[src/hw/pmic_event_pkg.sv]
// shared constants, types and event attribute masks of the event/status block
package pmic_event_pkg;

    // event bit positions inside the status vector
    localparam int EVENT_COUNT = 22;
    localparam int EV_BULK_OV = 0;
    localparam int EV_RAILA_PG = 1;
    localparam int EV_RAILB_PG = 2;
    localparam int EV_RAILC_PG = 3;
    localparam int EV_LDO1V8_PG = 4;
    localparam int EV_LDO1V0_PG = 5;
    localparam int EV_RAILA_OV = 6;
    localparam int EV_RAILB_OV = 7;
    localparam int EV_RAILC_OV = 8;
    localparam int EV_RAILA_UV = 9;
    localparam int EV_RAILB_UV = 10;
    localparam int EV_RAILC_UV = 11;
    localparam int EV_RAILA_ILIM = 12;
    localparam int EV_RAILB_ILIM = 13;
    localparam int EV_RAILC_ILIM = 14;
    localparam int EV_RAILA_HICUR = 15;
    localparam int EV_RAILB_HICUR = 16;
    localparam int EV_RAILC_HICUR = 17;
    localparam int EV_HIGH_TEMP = 18;
    localparam int EV_CRIT_TEMP = 19;
    localparam int EV_PEC_ERR = 20;
    localparam int EV_PARITY_ERR = 21;

    // events that make the device shut its regulators down
    localparam logic [EVENT_COUNT-1:0] EV_SHUTDOWN = 22'h080FC1;
    // rail power-good events: pull power-good low without shutdown
    localparam logic [EVENT_COUNT-1:0] EV_RAILPG = 22'h00003E;
    // every event except critical temperature has a clear and a mask bit
    localparam logic [EVENT_COUNT-1:0] EV_CLEARABLE = 22'h37FFFF;
    localparam logic [EVENT_COUNT-1:0] EV_STATUS_RESET = 22'h000000;

    // power-good mode field
    localparam logic [1:0] PGMODE_MASK_BOTH = 2'h0;
    localparam logic [1:0] PGMODE_IRQ_ONLY = 2'h1;
    localparam logic [1:0] PGMODE_SHUT_ONLY = 2'h2;

    typedef enum logic [2:0] {
        STATE_INPUT_INVALID = 3'b000,
        STATE_QUIESCENT = 3'b001,
        STATE_STANDBY_INITIAL = 3'b010,
        STATE_STANDBY_NO_FAULT = 3'b011,
        STATE_STANDBY_FAULT = 3'b100,
        STATE_REGULATION = 3'b101
    } power_state_e;

    // host configuration bits
    typedef struct packed {
        logic quiescentEnable;
        logic irqEnable;
        logic [1:0] pgMode;
    } host_ctrl_s;

    // regulator and interface status seen by the rest of the chip
    typedef struct packed {
        logic bucksOn;
        logic ldosOn;
        logic busAccessOk;
        logic regEnableBit;
    } reg_status_s;

    localparam reg_status_s REG_STATUS_RESET = 4'h0;

endpackage : pmic_event_pkg

[src/hw/pin_sync.sv]
// two-flop synchroniser for a group of asynchronous pin levels
`timescale 1ns/1ns
`default_nettype none
module pin_sync #(
    parameter int WIDTH = 1
) (
    // clock and reset
    input wire logic clk,
    input wire logic sys_rst,
    // levels
    input wire logic [WIDTH-1:0] asyncIn,
    output logic [WIDTH-1:0] syncOut
);
    logic [WIDTH-1:0] stage1;

    // stage1 feeds only the second flop
    always_ff @(posedge clk or posedge sys_rst) begin
        if (sys_rst) begin
            stage1 <= '0;
            syncOut <= '0;
        end else begin
            stage1 <= asyncIn;
            syncOut <= stage1;
        end
    end
endmodule : pin_sync
`default_nettype wire

[src/hw/sticky_status.sv]
// vector of sticky status bits, set by events and cleared by host pulses
`timescale 1ns/1ns
`default_nettype none
module sticky_status
    import pmic_event_pkg::*;
#(
    parameter int WIDTH = EVENT_COUNT,
    parameter logic [WIDTH-1:0] CLEARABLE = '1,
    parameter logic [WIDTH-1:0] RESET_VALUE = '0
) (
    // clock and reset
    input wire logic clk,
    input wire logic sys_rst,
    // event levels and clear pulses
    input wire logic [WIDTH-1:0] setVec,
    input wire logic [WIDTH-1:0] clearVec,
    // latched status
    output logic [WIDTH-1:0] status
);
    logic [WIDTH-1:0] next_status;

    // a present event wins over a clear in the same cycle
    always_comb begin
        next_status = setVec | (status & ~(clearVec & CLEARABLE));
    end

    always_ff @(posedge clk or posedge sys_rst) begin
        if (sys_rst) begin
            status <= RESET_VALUE;
        end else begin
            status <= next_status;
        end
    end
endmodule : sticky_status
`default_nettype wire

[src/hw/pmic_event_status_interrupt.sv]
// power state tracking, event latching, interrupt and power-good outputs
//
// Summary of operation
// - quiescent state turns every regulator off and refuses bus access; needs quiescent enable
// - with quiescent enable clear, enable pin fall goes to no-fault standby with bus access kept
// - quiescent is entered only from regulation and only with quiescent enable set
// - after a fault shutdown bucks stay off, ldos on, power-good low, enable bit zero
// - standby after power-up or quiescent: bucks off, ldos on, power-good low, bit zero
// - regulation turns all bucks on and reads the enable bit as one
// - interrupt pin is open-drain and stays released until the host enables it
// - an unmasked event pulls the interrupt low and sets power-good per event
// - events without shutdown leave the power state untouched
// - bulk input over-voltage latches, requests shutdown and pulls power-good low
// - buck rail power-good loss latches, pulls power-good low, raises interrupt, no shutdown
// - 1.0 V ldo power-good loss latches and pulls power-good low, no shutdown
// - buck over or under voltage latches, requests shutdown and pulls power-good low
// - current, power and warm temperature events raise only the interrupt
// - critical temperature is unclearable, unmaskable, shuts down until power cycle
// - packet check and parity errors latch and raise only the interrupt
// - interrupt and power-good stay asserted until the host clears or masks
// - after clear the interrupt releases; power-good waits for re-enable on shutdown events
// - masked with mode 00: no interrupt, rail power-good events still pull low
// - mode 01 keeps interrupts but frees power-good; mode 10 only shutdown holds it
// - a mask only suppresses output assertion, never the latching or shutdown
// - an internal shutdown request drops power-good and starts the power-off sequence
`timescale 1ns/1ns
`default_nettype none
module pmic_event_status_interrupt
    import pmic_event_pkg::*;
#(
    parameter int NUM_EVENTS = EVENT_COUNT
) (
    // clock and reset
    input wire logic clk,
    input wire logic sys_rst,
    // pins and analogue monitors, asynchronous
    input wire logic bulkInputSupplyOk,
    input wire logic regulatorEnableIn,
    input wire logic [NUM_EVENTS-1:0] eventIn,
    // host side configuration and commands, same clock
    input wire host_ctrl_s hostCtrl,
    input wire logic [NUM_EVENTS-1:0] eventMask,
    input wire logic [NUM_EVENTS-1:0] eventClear,
    input wire logic enableCmd,
    input wire logic disableCmd,
    // open-drain interrupt pin
    input wire logic statusIrqInN,
    output logic statusIrqOutN,
    output logic statusIrqOe,
    // power-good and regulator control
    output logic supplyOkOut,
    output logic regulatorShutdownRequest,
    output reg_status_s regStatus,
    // readable state
    output power_state_e powerState,
    output logic [NUM_EVENTS-1:0] eventStatus
);
    logic [NUM_EVENTS+1:0] pinSync;
    logic [NUM_EVENTS-1:0] evSync;
    logic bulkOk;
    logic enPin;
    logic enPinPrev;
    logic next_enPinPrev;

    pin_sync #(
        .WIDTH(NUM_EVENTS + 2)
    ) u_pin_sync (
        .clk(clk),
        .sys_rst(sys_rst),
        .asyncIn({regulatorEnableIn, bulkInputSupplyOk, eventIn}),
        .syncOut(pinSync)
    );

    assign evSync = pinSync[NUM_EVENTS-1:0];
    assign bulkOk = pinSync[NUM_EVENTS];
    assign enPin = pinSync[NUM_EVENTS+1];

    // status bits latch whether masked or not
    sticky_status #(
        .WIDTH(NUM_EVENTS),
        .CLEARABLE(EV_CLEARABLE),
        .RESET_VALUE(EV_STATUS_RESET)
    ) u_status (
        .clk(clk),
        .sys_rst(sys_rst),
        .setVec(evSync),
        .clearVec(eventClear),
        .status(eventStatus)
    );

    // power state machine
    power_state_e state;
    power_state_e next_state;
    logic shutActive;
    logic critLatched;
    logic enRise;
    logic enFall;

    always_comb begin
        next_enPinPrev = enPin;
        shutActive = |(eventStatus & EV_SHUTDOWN);
        critLatched = eventStatus[EV_CRIT_TEMP];
        enRise = enPin && !enPinPrev;
        enFall = !enPin && enPinPrev;
        next_state = state;
        if (!bulkOk) begin
            next_state = STATE_INPUT_INVALID;
        end else begin
            case (state)
                STATE_INPUT_INVALID: begin
                    next_state = STATE_STANDBY_INITIAL;
                end
                STATE_QUIESCENT: begin
                    if (enRise) begin
                        next_state = STATE_STANDBY_INITIAL;
                    end
                end
                STATE_STANDBY_INITIAL: begin
                    if ((enPin || enableCmd) && !shutActive) begin
                        next_state = STATE_REGULATION;
                    end
                end
                STATE_STANDBY_NO_FAULT: begin
                    if ((enRise || enableCmd) && !shutActive) begin
                        next_state = STATE_REGULATION;
                    end
                end
                STATE_STANDBY_FAULT: begin
                    // critical temperature holds here until reset
                    if ((enRise || enableCmd) && !shutActive && !critLatched) begin
                        next_state = STATE_REGULATION;
                    end
                end
                STATE_REGULATION: begin
                    // shutdown events win; enable pin fall or disable command also leave regulation
                    if (shutActive) begin
                        next_state = STATE_STANDBY_FAULT;
                    end else if (enFall && hostCtrl.quiescentEnable) begin
                        next_state = STATE_QUIESCENT;
                    end else if (enFall || disableCmd) begin
                        next_state = STATE_STANDBY_NO_FAULT;
                    end
                end
                default: begin
                    next_state = STATE_INPUT_INVALID;
                end
            endcase
        end
    end

    always_ff @(posedge clk or posedge sys_rst) begin
        if (sys_rst) begin
            state <= STATE_INPUT_INVALID;
            enPinPrev <= 1'b0;
        end else begin
            state <= next_state;
            enPinPrev <= next_enPinPrev;
        end
    end

    // output stage, the state-derived outputs follow next_state so they line up with state
    logic [NUM_EVENTS-1:0] irqSrc;
    logic [NUM_EVENTS-1:0] pgSrc;
    logic [NUM_EVENTS-1:0] railMaskEff;
    logic next_irqOe;
    logic next_supplyOk;
    logic next_shutReq;
    reg_status_s next_regStatus;

    always_comb begin
        // mode 01 lets masked events still pull the interrupt
        if (hostCtrl.pgMode == PGMODE_IRQ_ONLY) begin
            irqSrc = eventStatus;
        end else begin
            irqSrc = eventStatus & (~eventMask | ~EV_CLEARABLE);
        end
        // mode 00 keeps rail power-good events on the pin despite masks
        if (hostCtrl.pgMode == PGMODE_MASK_BOTH) begin
            railMaskEff = '0;
        end else begin
            railMaskEff = eventMask;
        end
        pgSrc = eventStatus & (EV_SHUTDOWN | (EV_RAILPG & ~railMaskEff));
        next_irqOe = hostCtrl.irqEnable && (|irqSrc);
        next_supplyOk = (next_state == STATE_REGULATION) && !(|pgSrc);
        next_shutReq = (state == STATE_REGULATION) && (next_state == STATE_STANDBY_FAULT);
        next_regStatus.bucksOn = (next_state == STATE_REGULATION);
        next_regStatus.regEnableBit = (next_state == STATE_REGULATION);
        next_regStatus.ldosOn = (next_state != STATE_QUIESCENT) && (next_state != STATE_INPUT_INVALID);
        next_regStatus.busAccessOk = (next_state != STATE_QUIESCENT);
    end

    always_ff @(posedge clk or posedge sys_rst) begin
        if (sys_rst) begin
            statusIrqOe <= 1'b0;
            statusIrqOutN <= 1'b0;
            supplyOkOut <= 1'b0;
            regulatorShutdownRequest <= 1'b0;
            regStatus <= REG_STATUS_RESET;
            powerState <= STATE_INPUT_INVALID;
        end else begin
            statusIrqOe <= next_irqOe;
            // open-drain: only ever drives low
            statusIrqOutN <= 1'b0;
            supplyOkOut <= next_supplyOk;
            regulatorShutdownRequest <= next_shutReq;
            regStatus <= next_regStatus;
            powerState <= next_state;
        end
    end
endmodule : pmic_event_status_interrupt
`default_nettype wire

[config.mk]
export PLATFORM = sky130hd
export DESIGN_NAME = pmic_event_status_interrupt
export DESIGN_NICKNAME = d
export VERILOG_FILES = /design/src/hw/pmic_event_pkg.sv /design/src/hw/pin_sync.sv /design/src/hw/sticky_status.sv /design/src/hw/pmic_event_status_interrupt.sv
export SDC_FILE = /design/constraint.sdc
export NUM_CORES = 1
export LEC_CHECK = 0
export BUFFER_PORTS_ARGS = -buffer_cell sky130_fd_sc_hd__buf_2
export CORE_ASPECT_RATIO = 0.6
export CORE_MARGIN = 2
export CORE_UTILIZATION = 43
export CTS_CLUSTER_SIZE = 20
export DETAILED_ROUTE_END_ITERATION = 16
export PLACE_DENSITY = 0.75
export SYNTH_ARGS = -nofsm -noshare
export SYNTH_HDL_FRONTEND = slang
export SYNTH_SLANG_ARGS = --single-unit
[constraint.sdc]
create_clock -name clk -period 2.24 [get_ports clk]
set_input_delay 0.224 -clock clk [delete_from_list [all_inputs] [get_ports clk]]
set_output_delay 0.224 -clock clk [all_outputs]
set_load 0.05 [all_outputs]
After elaboration in Yosys (flattened, before gate mapping)
Cells that the tools add are included.

Flip-flop bits (word level): 80. Bits in latches: 0. ROM bits: 0. Memories kept: 0. Bits of input ports: 77. Output and inout port bits: 33. Memory bits (writable): 0.

Divide/modulo/power cells: 0. Equal/unequal tests: 9. $lt $le $gt $ge: 0. Add/sub/neg operators: 0. Bitwise logic cells: 7. Shifts and indexed selects: 0. Reductions and logical operators: 24. Multipliers: 0. Mux-type cells: 11.

Operator list (count): $and A22 B22 Y22 (2); $not A22 Y22 (2); $reduce_or A22 Y1 (2); $mux W3 (8); $and A22 B20 Y22 (1); $mux W22 (1); $or A22 B22 Y22 (1); $pmux W3 S6 (1); $eq A3 B3 Y1 const B (4); $logic_and A1 B1 Y1 (10); $reduce_or A8 Y1 (1); $eq A3 B2 Y1 const B (2); $mux W6 (1); $not A6 Y6 (1); $logic_not A1 Y1 (5); $eq A3 B1 Y1 const B (1); $logic_not A3 Y1 (1); $logic_or A1 B1 Y1 (3); $ne A3 B1 Y1 const B (1); $reduce_bool A3 Y1 (1); $eq A2 B1 Y1 const B (1); $logic_not A2 Y1 (1).

Depth between registers and ports, before layout
Depth in word-level cells: 10. Gate-level depth with buffers: 6.

Hierarchy
From an unflattened synthesis, not the netlist that was laid out.

Cell total of the unflattened synthesis: 219. Area total of the unflattened synthesis: 2852.7 um^2.

Modules (own cells, without submodules): pin_sync (sequential area each 1201.2 um^2, area each 1204.9 um^2, times used 1, cells an instance 49); pmic_event_status_interrupt (sequential area each 250.2 um^2, area each 850.8 um^2, times used 1, cells an instance 104); sticky_status (sequential area each 550.5 um^2, area each 797.0 um^2, times used 1, cells an instance 66).

Worst setup path after synthesis
OpenSTA, ideal clock, no wires.

Path kind: register to register. From: register u_status.status[7]. To: register supplyOkOut. Path slack: 0.443 ns. Stages on the path, launching flop included: 6. Period minus slack after synthesis: 1.797 ns. Arrival: 1.678 ns. Setup time: 0.120 ns. Path buffers: 0. Path through: dfrtp_1 nor4_2 o2111ai_1 a2bb2oi_1 a2111oi_0 and3_1.

Cells in the longest elaborated chain, start to end: 9. Elaborated cells between the ends (all ways): 16. Classes of those cells: eq/ne (1); mux (6); bitwise (1); reduce/logical (8).

Ends and longest elaborated chain: start: declaration (RTL line sticky_status.sv:18) `output logic [WIDTH-1:0] status`; start signal: assignment (RTL line sticky_status.sv:31) `status <= next_status;`; $reduce_or A8 Y1 (RTL line pmic_event_status_interrupt.sv:101) `shutActive = |(eventStatus & EV_SHUTDOWN);`; $logic_not A1 Y1 (RTL line pmic_event_status_interrupt.sv:119, pmic_event_status_interrupt.sv:124, pmic_event_status_interrupt.sv:130); $logic_and A1 B1 Y1 (RTL line pmic_event_status_interrupt.sv:124, pmic_event_status_interrupt.sv:130); $logic_and A1 B1 Y1 (RTL line pmic_event_status_interrupt.sv:130) `if ((enRise || enableCmd) && !shutActive && !critLatched) begin`; $mux W3 (RTL line pmic_event_status_interrupt.sv:130); $pmux W3 S6 (RTL line pmic_event_status_interrupt.sv:109) `case (state)`; $mux W3 (RTL line pmic_event_status_interrupt.sv:106) `if (!bulkOk) begin`; $eq A3 B3 Y1 (RTL line pmic_event_status_interrupt.sv:185) `next_supplyOk = (next_state == STATE_REGULATION) && !(|pgSrc);`; $logic_and A1 B1 Y1 (*) (RTL line pmic_event_status_interrupt.sv:185); named net next_supplyOk (RTL line pmic_event_status_interrupt.sv:166) `logic next_supplyOk;`; end signal: assignment (RTL line pmic_event_status_interrupt.sv:205) `supplyOkOut <= next_supplyOk;`; end: declaration (RTL line pmic_event_status_interrupt.sv:51) `output logic supplyOkOut,`.

The timed path passes the listed nets; every way through them passes the cells marked *.

Worst setup path in the final report
From: register u_status.status[11]. To: register supplyOkOut.

Same word-level chain as after synthesis.

==> flow_metrics.tcl <==
set metrics [dict create \
    start_util_pct 45.0 \
    ys_seq_elements 80 \
    dieArea_um2 7130 \
    clock_skew_ns 0.00817 \
    final_hold_viol_count 0 \
    drt_pass1_iterations 4 \
    port_buffers 105 \
    via_per_inst 4.72 \
    post_drt_wl_per_cell_um 14.0 \
    setup.worst_path.class "flop to flop" \
    netSwitchingFraction_pct 24.4 \
    synth_cell_types 32 \
    ys_warn_count 0 \
    gp_congestion 0.798 \
    io_pins 110 \
    ant_nets 0 \
    syn_inst 212 \
    crit_fanout 5 \
    slowest_stage "nor4_2" \
    powerDensity_nw_per_um2 822 \
    cp.required_ns 2.48 \
    synth_top_area_cell "dfrtp_1" \
    htree_levels 3 \
    track_usage_pct 19.4 \
    clkPwrFrac_pct 40.1 \
    clock_latency_ns 0.35 \
    finalSetupTns_ns 0 \
    area_delta_synth_final_pct 41.1 \
    drtIter0Drc 93 \
    avgSynthCellArea_um2 13.1 \
    hp-class "primary input to flop" \
    cp_num_buf_inv 0 \
    drv_cap 0 \
    async_flop_share_pct 100 \
    syn_area_um2 2780 \
    fin_crit_ns 1.88 \
    cpLargestDelayFamily "simple AND/OR/NAND/NOR gates" \
    max_stage_delay_ns 0.46 \
    fmax_mhz 532 \
    synth_most_common_cell "dfrtp_1" \
    synth-seq-area-share_pct 72.1 \
    pwr-share-seq_pct 48.6 \
    rsz0062_at_grt "false" \
    clock_tree.root_cell "clkbuf_8" \
    fillerInstances 498 \
    placed_area_um2 3410 \
    overflow 0 \
    vdd_drop_max_mv 0.381 \
    drc_errors 0 \
    synth_nets 289 \
    final_nets 428 \
    synth_edf_count 0 \
    combPwrFrac_pct 11.3 \
    path_clk_slew_ns 0.08 \
    cts_made_buffers 9 \
    synth.top_cells.by_count "dfrtp_1, nand2_1, inv_1" \
    die_w_um 108 \
    antenna_cells 0 \
    p_leak_nw 2.02 \
    grt_pass1_wl_um 10100 \
    vias 2078 \
    cp-start-kind "flop" \
    cts.sinks 80 \
    wirelength_um 6160 \
    die_y_um 66.2 \
    design_area_um2 3920 \
    cp.arrival_ns 2.12 \
    rows 22 \
    antenna_found_initial 0 \
    drive_gt1_share_pct 36.5 \
    setup-violations-final 0 \
    post_cts_buffers 0 \
    final_util_pct 63.5 \
    grt_start_max_net_pins 81 \
    detailed_place_hpwl_um 4360 \
    synthTopCellsByArea "dfrtp_1, a21o_1, nand2_1" \
    p_sw_uw 786 \
    maxSlewViolCount 0 \
    finalCritPeriodShare_pct 83.9 \
    internal-power_mw 2.43 \
    synthFlopType "dfrtp_1" \
    clockBufferDepth 2 \
    path_cells "nor4_2 -> o2111ai_1 -> a2bb2oi_1 -> a2111oi_0 -> and3_1" \
    cp-end-kind "flop" \
    coreArea_um2 6170 \
    grt_pass1_vias 2172 \
    synth_top_area_share_pct 72.1 \
    outcome "completed" \
    tritoncts "yes" \
]
[routing by layer]
layer | up-vias | share of wire (%) | GRT usage (%)
met2 | 98 | 46 | 30.9
met5 | - | 0 | 0
met4 | 0 | 2.2 | 8.65
met1 | 975 | 43 | 23.7
li1 | 990 | - | -
met3 | 15 | 8.9 | 7.59
[sequential cells by signal, summed over array words and instances, names as in the netlist]
name and flops:
regulatorShutdownRequest 1, u_pin_sync.stage1 24, u_status.status 22, statusIrqOe 1, enPinPrev 1, supplyOkOut 1
regStatus 3, powerState 3, u_pin_sync.syncOut 24
[final cells by class]
type	count	area [µm²]	share of cell area, %
inverters	23	90.1	2.30
well taps	84	105	2.68
flip-flops and latches	80	2000	51.1
clock buffers	10	138	3.51
multi-input cells	105	662	16.9
repair buffers	132	803	20.5
clock inverters	6	116	2.97
[cell usage in the layout, fill, tap and decap left out, types with 2 or more instances in the layout]
master         instances
a21o_1                21
nand2b_1               2
nor2b_1                3
a21oi_1                6
o21ai_0                7
nand2_1               27
nor4_2                 2
nor2_1                 4
buf_2                105
bufinv_16              3
clkbuf_8              10
nand3_1                2
nand4_1                2
dfrtp_1               80
dlygate4sd3_1         25
inv_1                 22
clkinv_4               3
a22oi_1               12
[through the flow]
step | std cells | power (mW) | worst slack [ns] | hold WS, ns
after global routing | 440 | 3.39 | 0.224 | 0.0755
after detailed placement | 399 | 1.93 | 0.365 | 0.333
after floorplan | 212 | 1.79 | 0.443 | 0.255
after CTS | 440 | 3.26 | 0.351 | 0.0705
final | 440 | 3.22 | 0.361 | 0.0871
after global placement | 399 | 1.92 | 0.445 | 0.331
[path summary, 6_finish.rpt]
check | start | end | slack [ns] | cells past startpoint
min | hostCtrl[2] | statusIrqOe | 0.09 | 2
max | u_status.status[11] | supplyOkOut | 0.36 | 5
min in group asynchronous | sys_rst | u_pin_sync.stage1[18] | 0.53 | 4
min reg2reg | u_pin_sync.stage1[23] | u_pin_sync.syncOut[23] | 0.35 | 0
max in group asynchronous | sys_rst | u_status.status[21] | 1.40 | 4
max reg2reg | u_status.status[11] | supplyOkOut | 0.36 | 5
[logic make-up (layout without fill, tap and decap cells)]
group | after synthesis | after routing | share of synthesized area, %
buffers and inverters | 27 | 171 | 4.01
AND/OR/NAND/NOR | 51 | 51 | 9.51
AO/OA/AOI/OAI | 53 | 53 | 14.2
flip-flops | 80 | 80 | 72.1
other | 1 | 1 | 0.135
[timing repair]
item	in CTS	in global routing
hold endpoints to repair	104	0
gates resized for setup	0	0
hold buffers	25	0
[power by group through the flow]
stage / Sequential (mW) / Combinational, mW / Clock [mW]
2_1_floorplan: 1.69 / 0.102 / 0
3_3_place_gp: 1.59 / 0.329 / 0
3_5_place_dp: 1.59 / 0.334 / 0
4_1_cts: 1.57 / 0.368 / 1.33
5_1_grt: 1.57 / 0.396 / 1.41
6_report: 1.57 / 0.365 / 1.29
[worst reg2reg max path, delay by kind of cell (launching register included)]
| kind | cells | cell delay, ns |
|---|---|---|
| AO/OA/AOI/OAI | 3 | 0.67 |
| AND/OR/NAND/NOR | 2 | 0.67 |
| flip-flops | 1 | 0.44 |
Power figures use the tool's default switching activity.
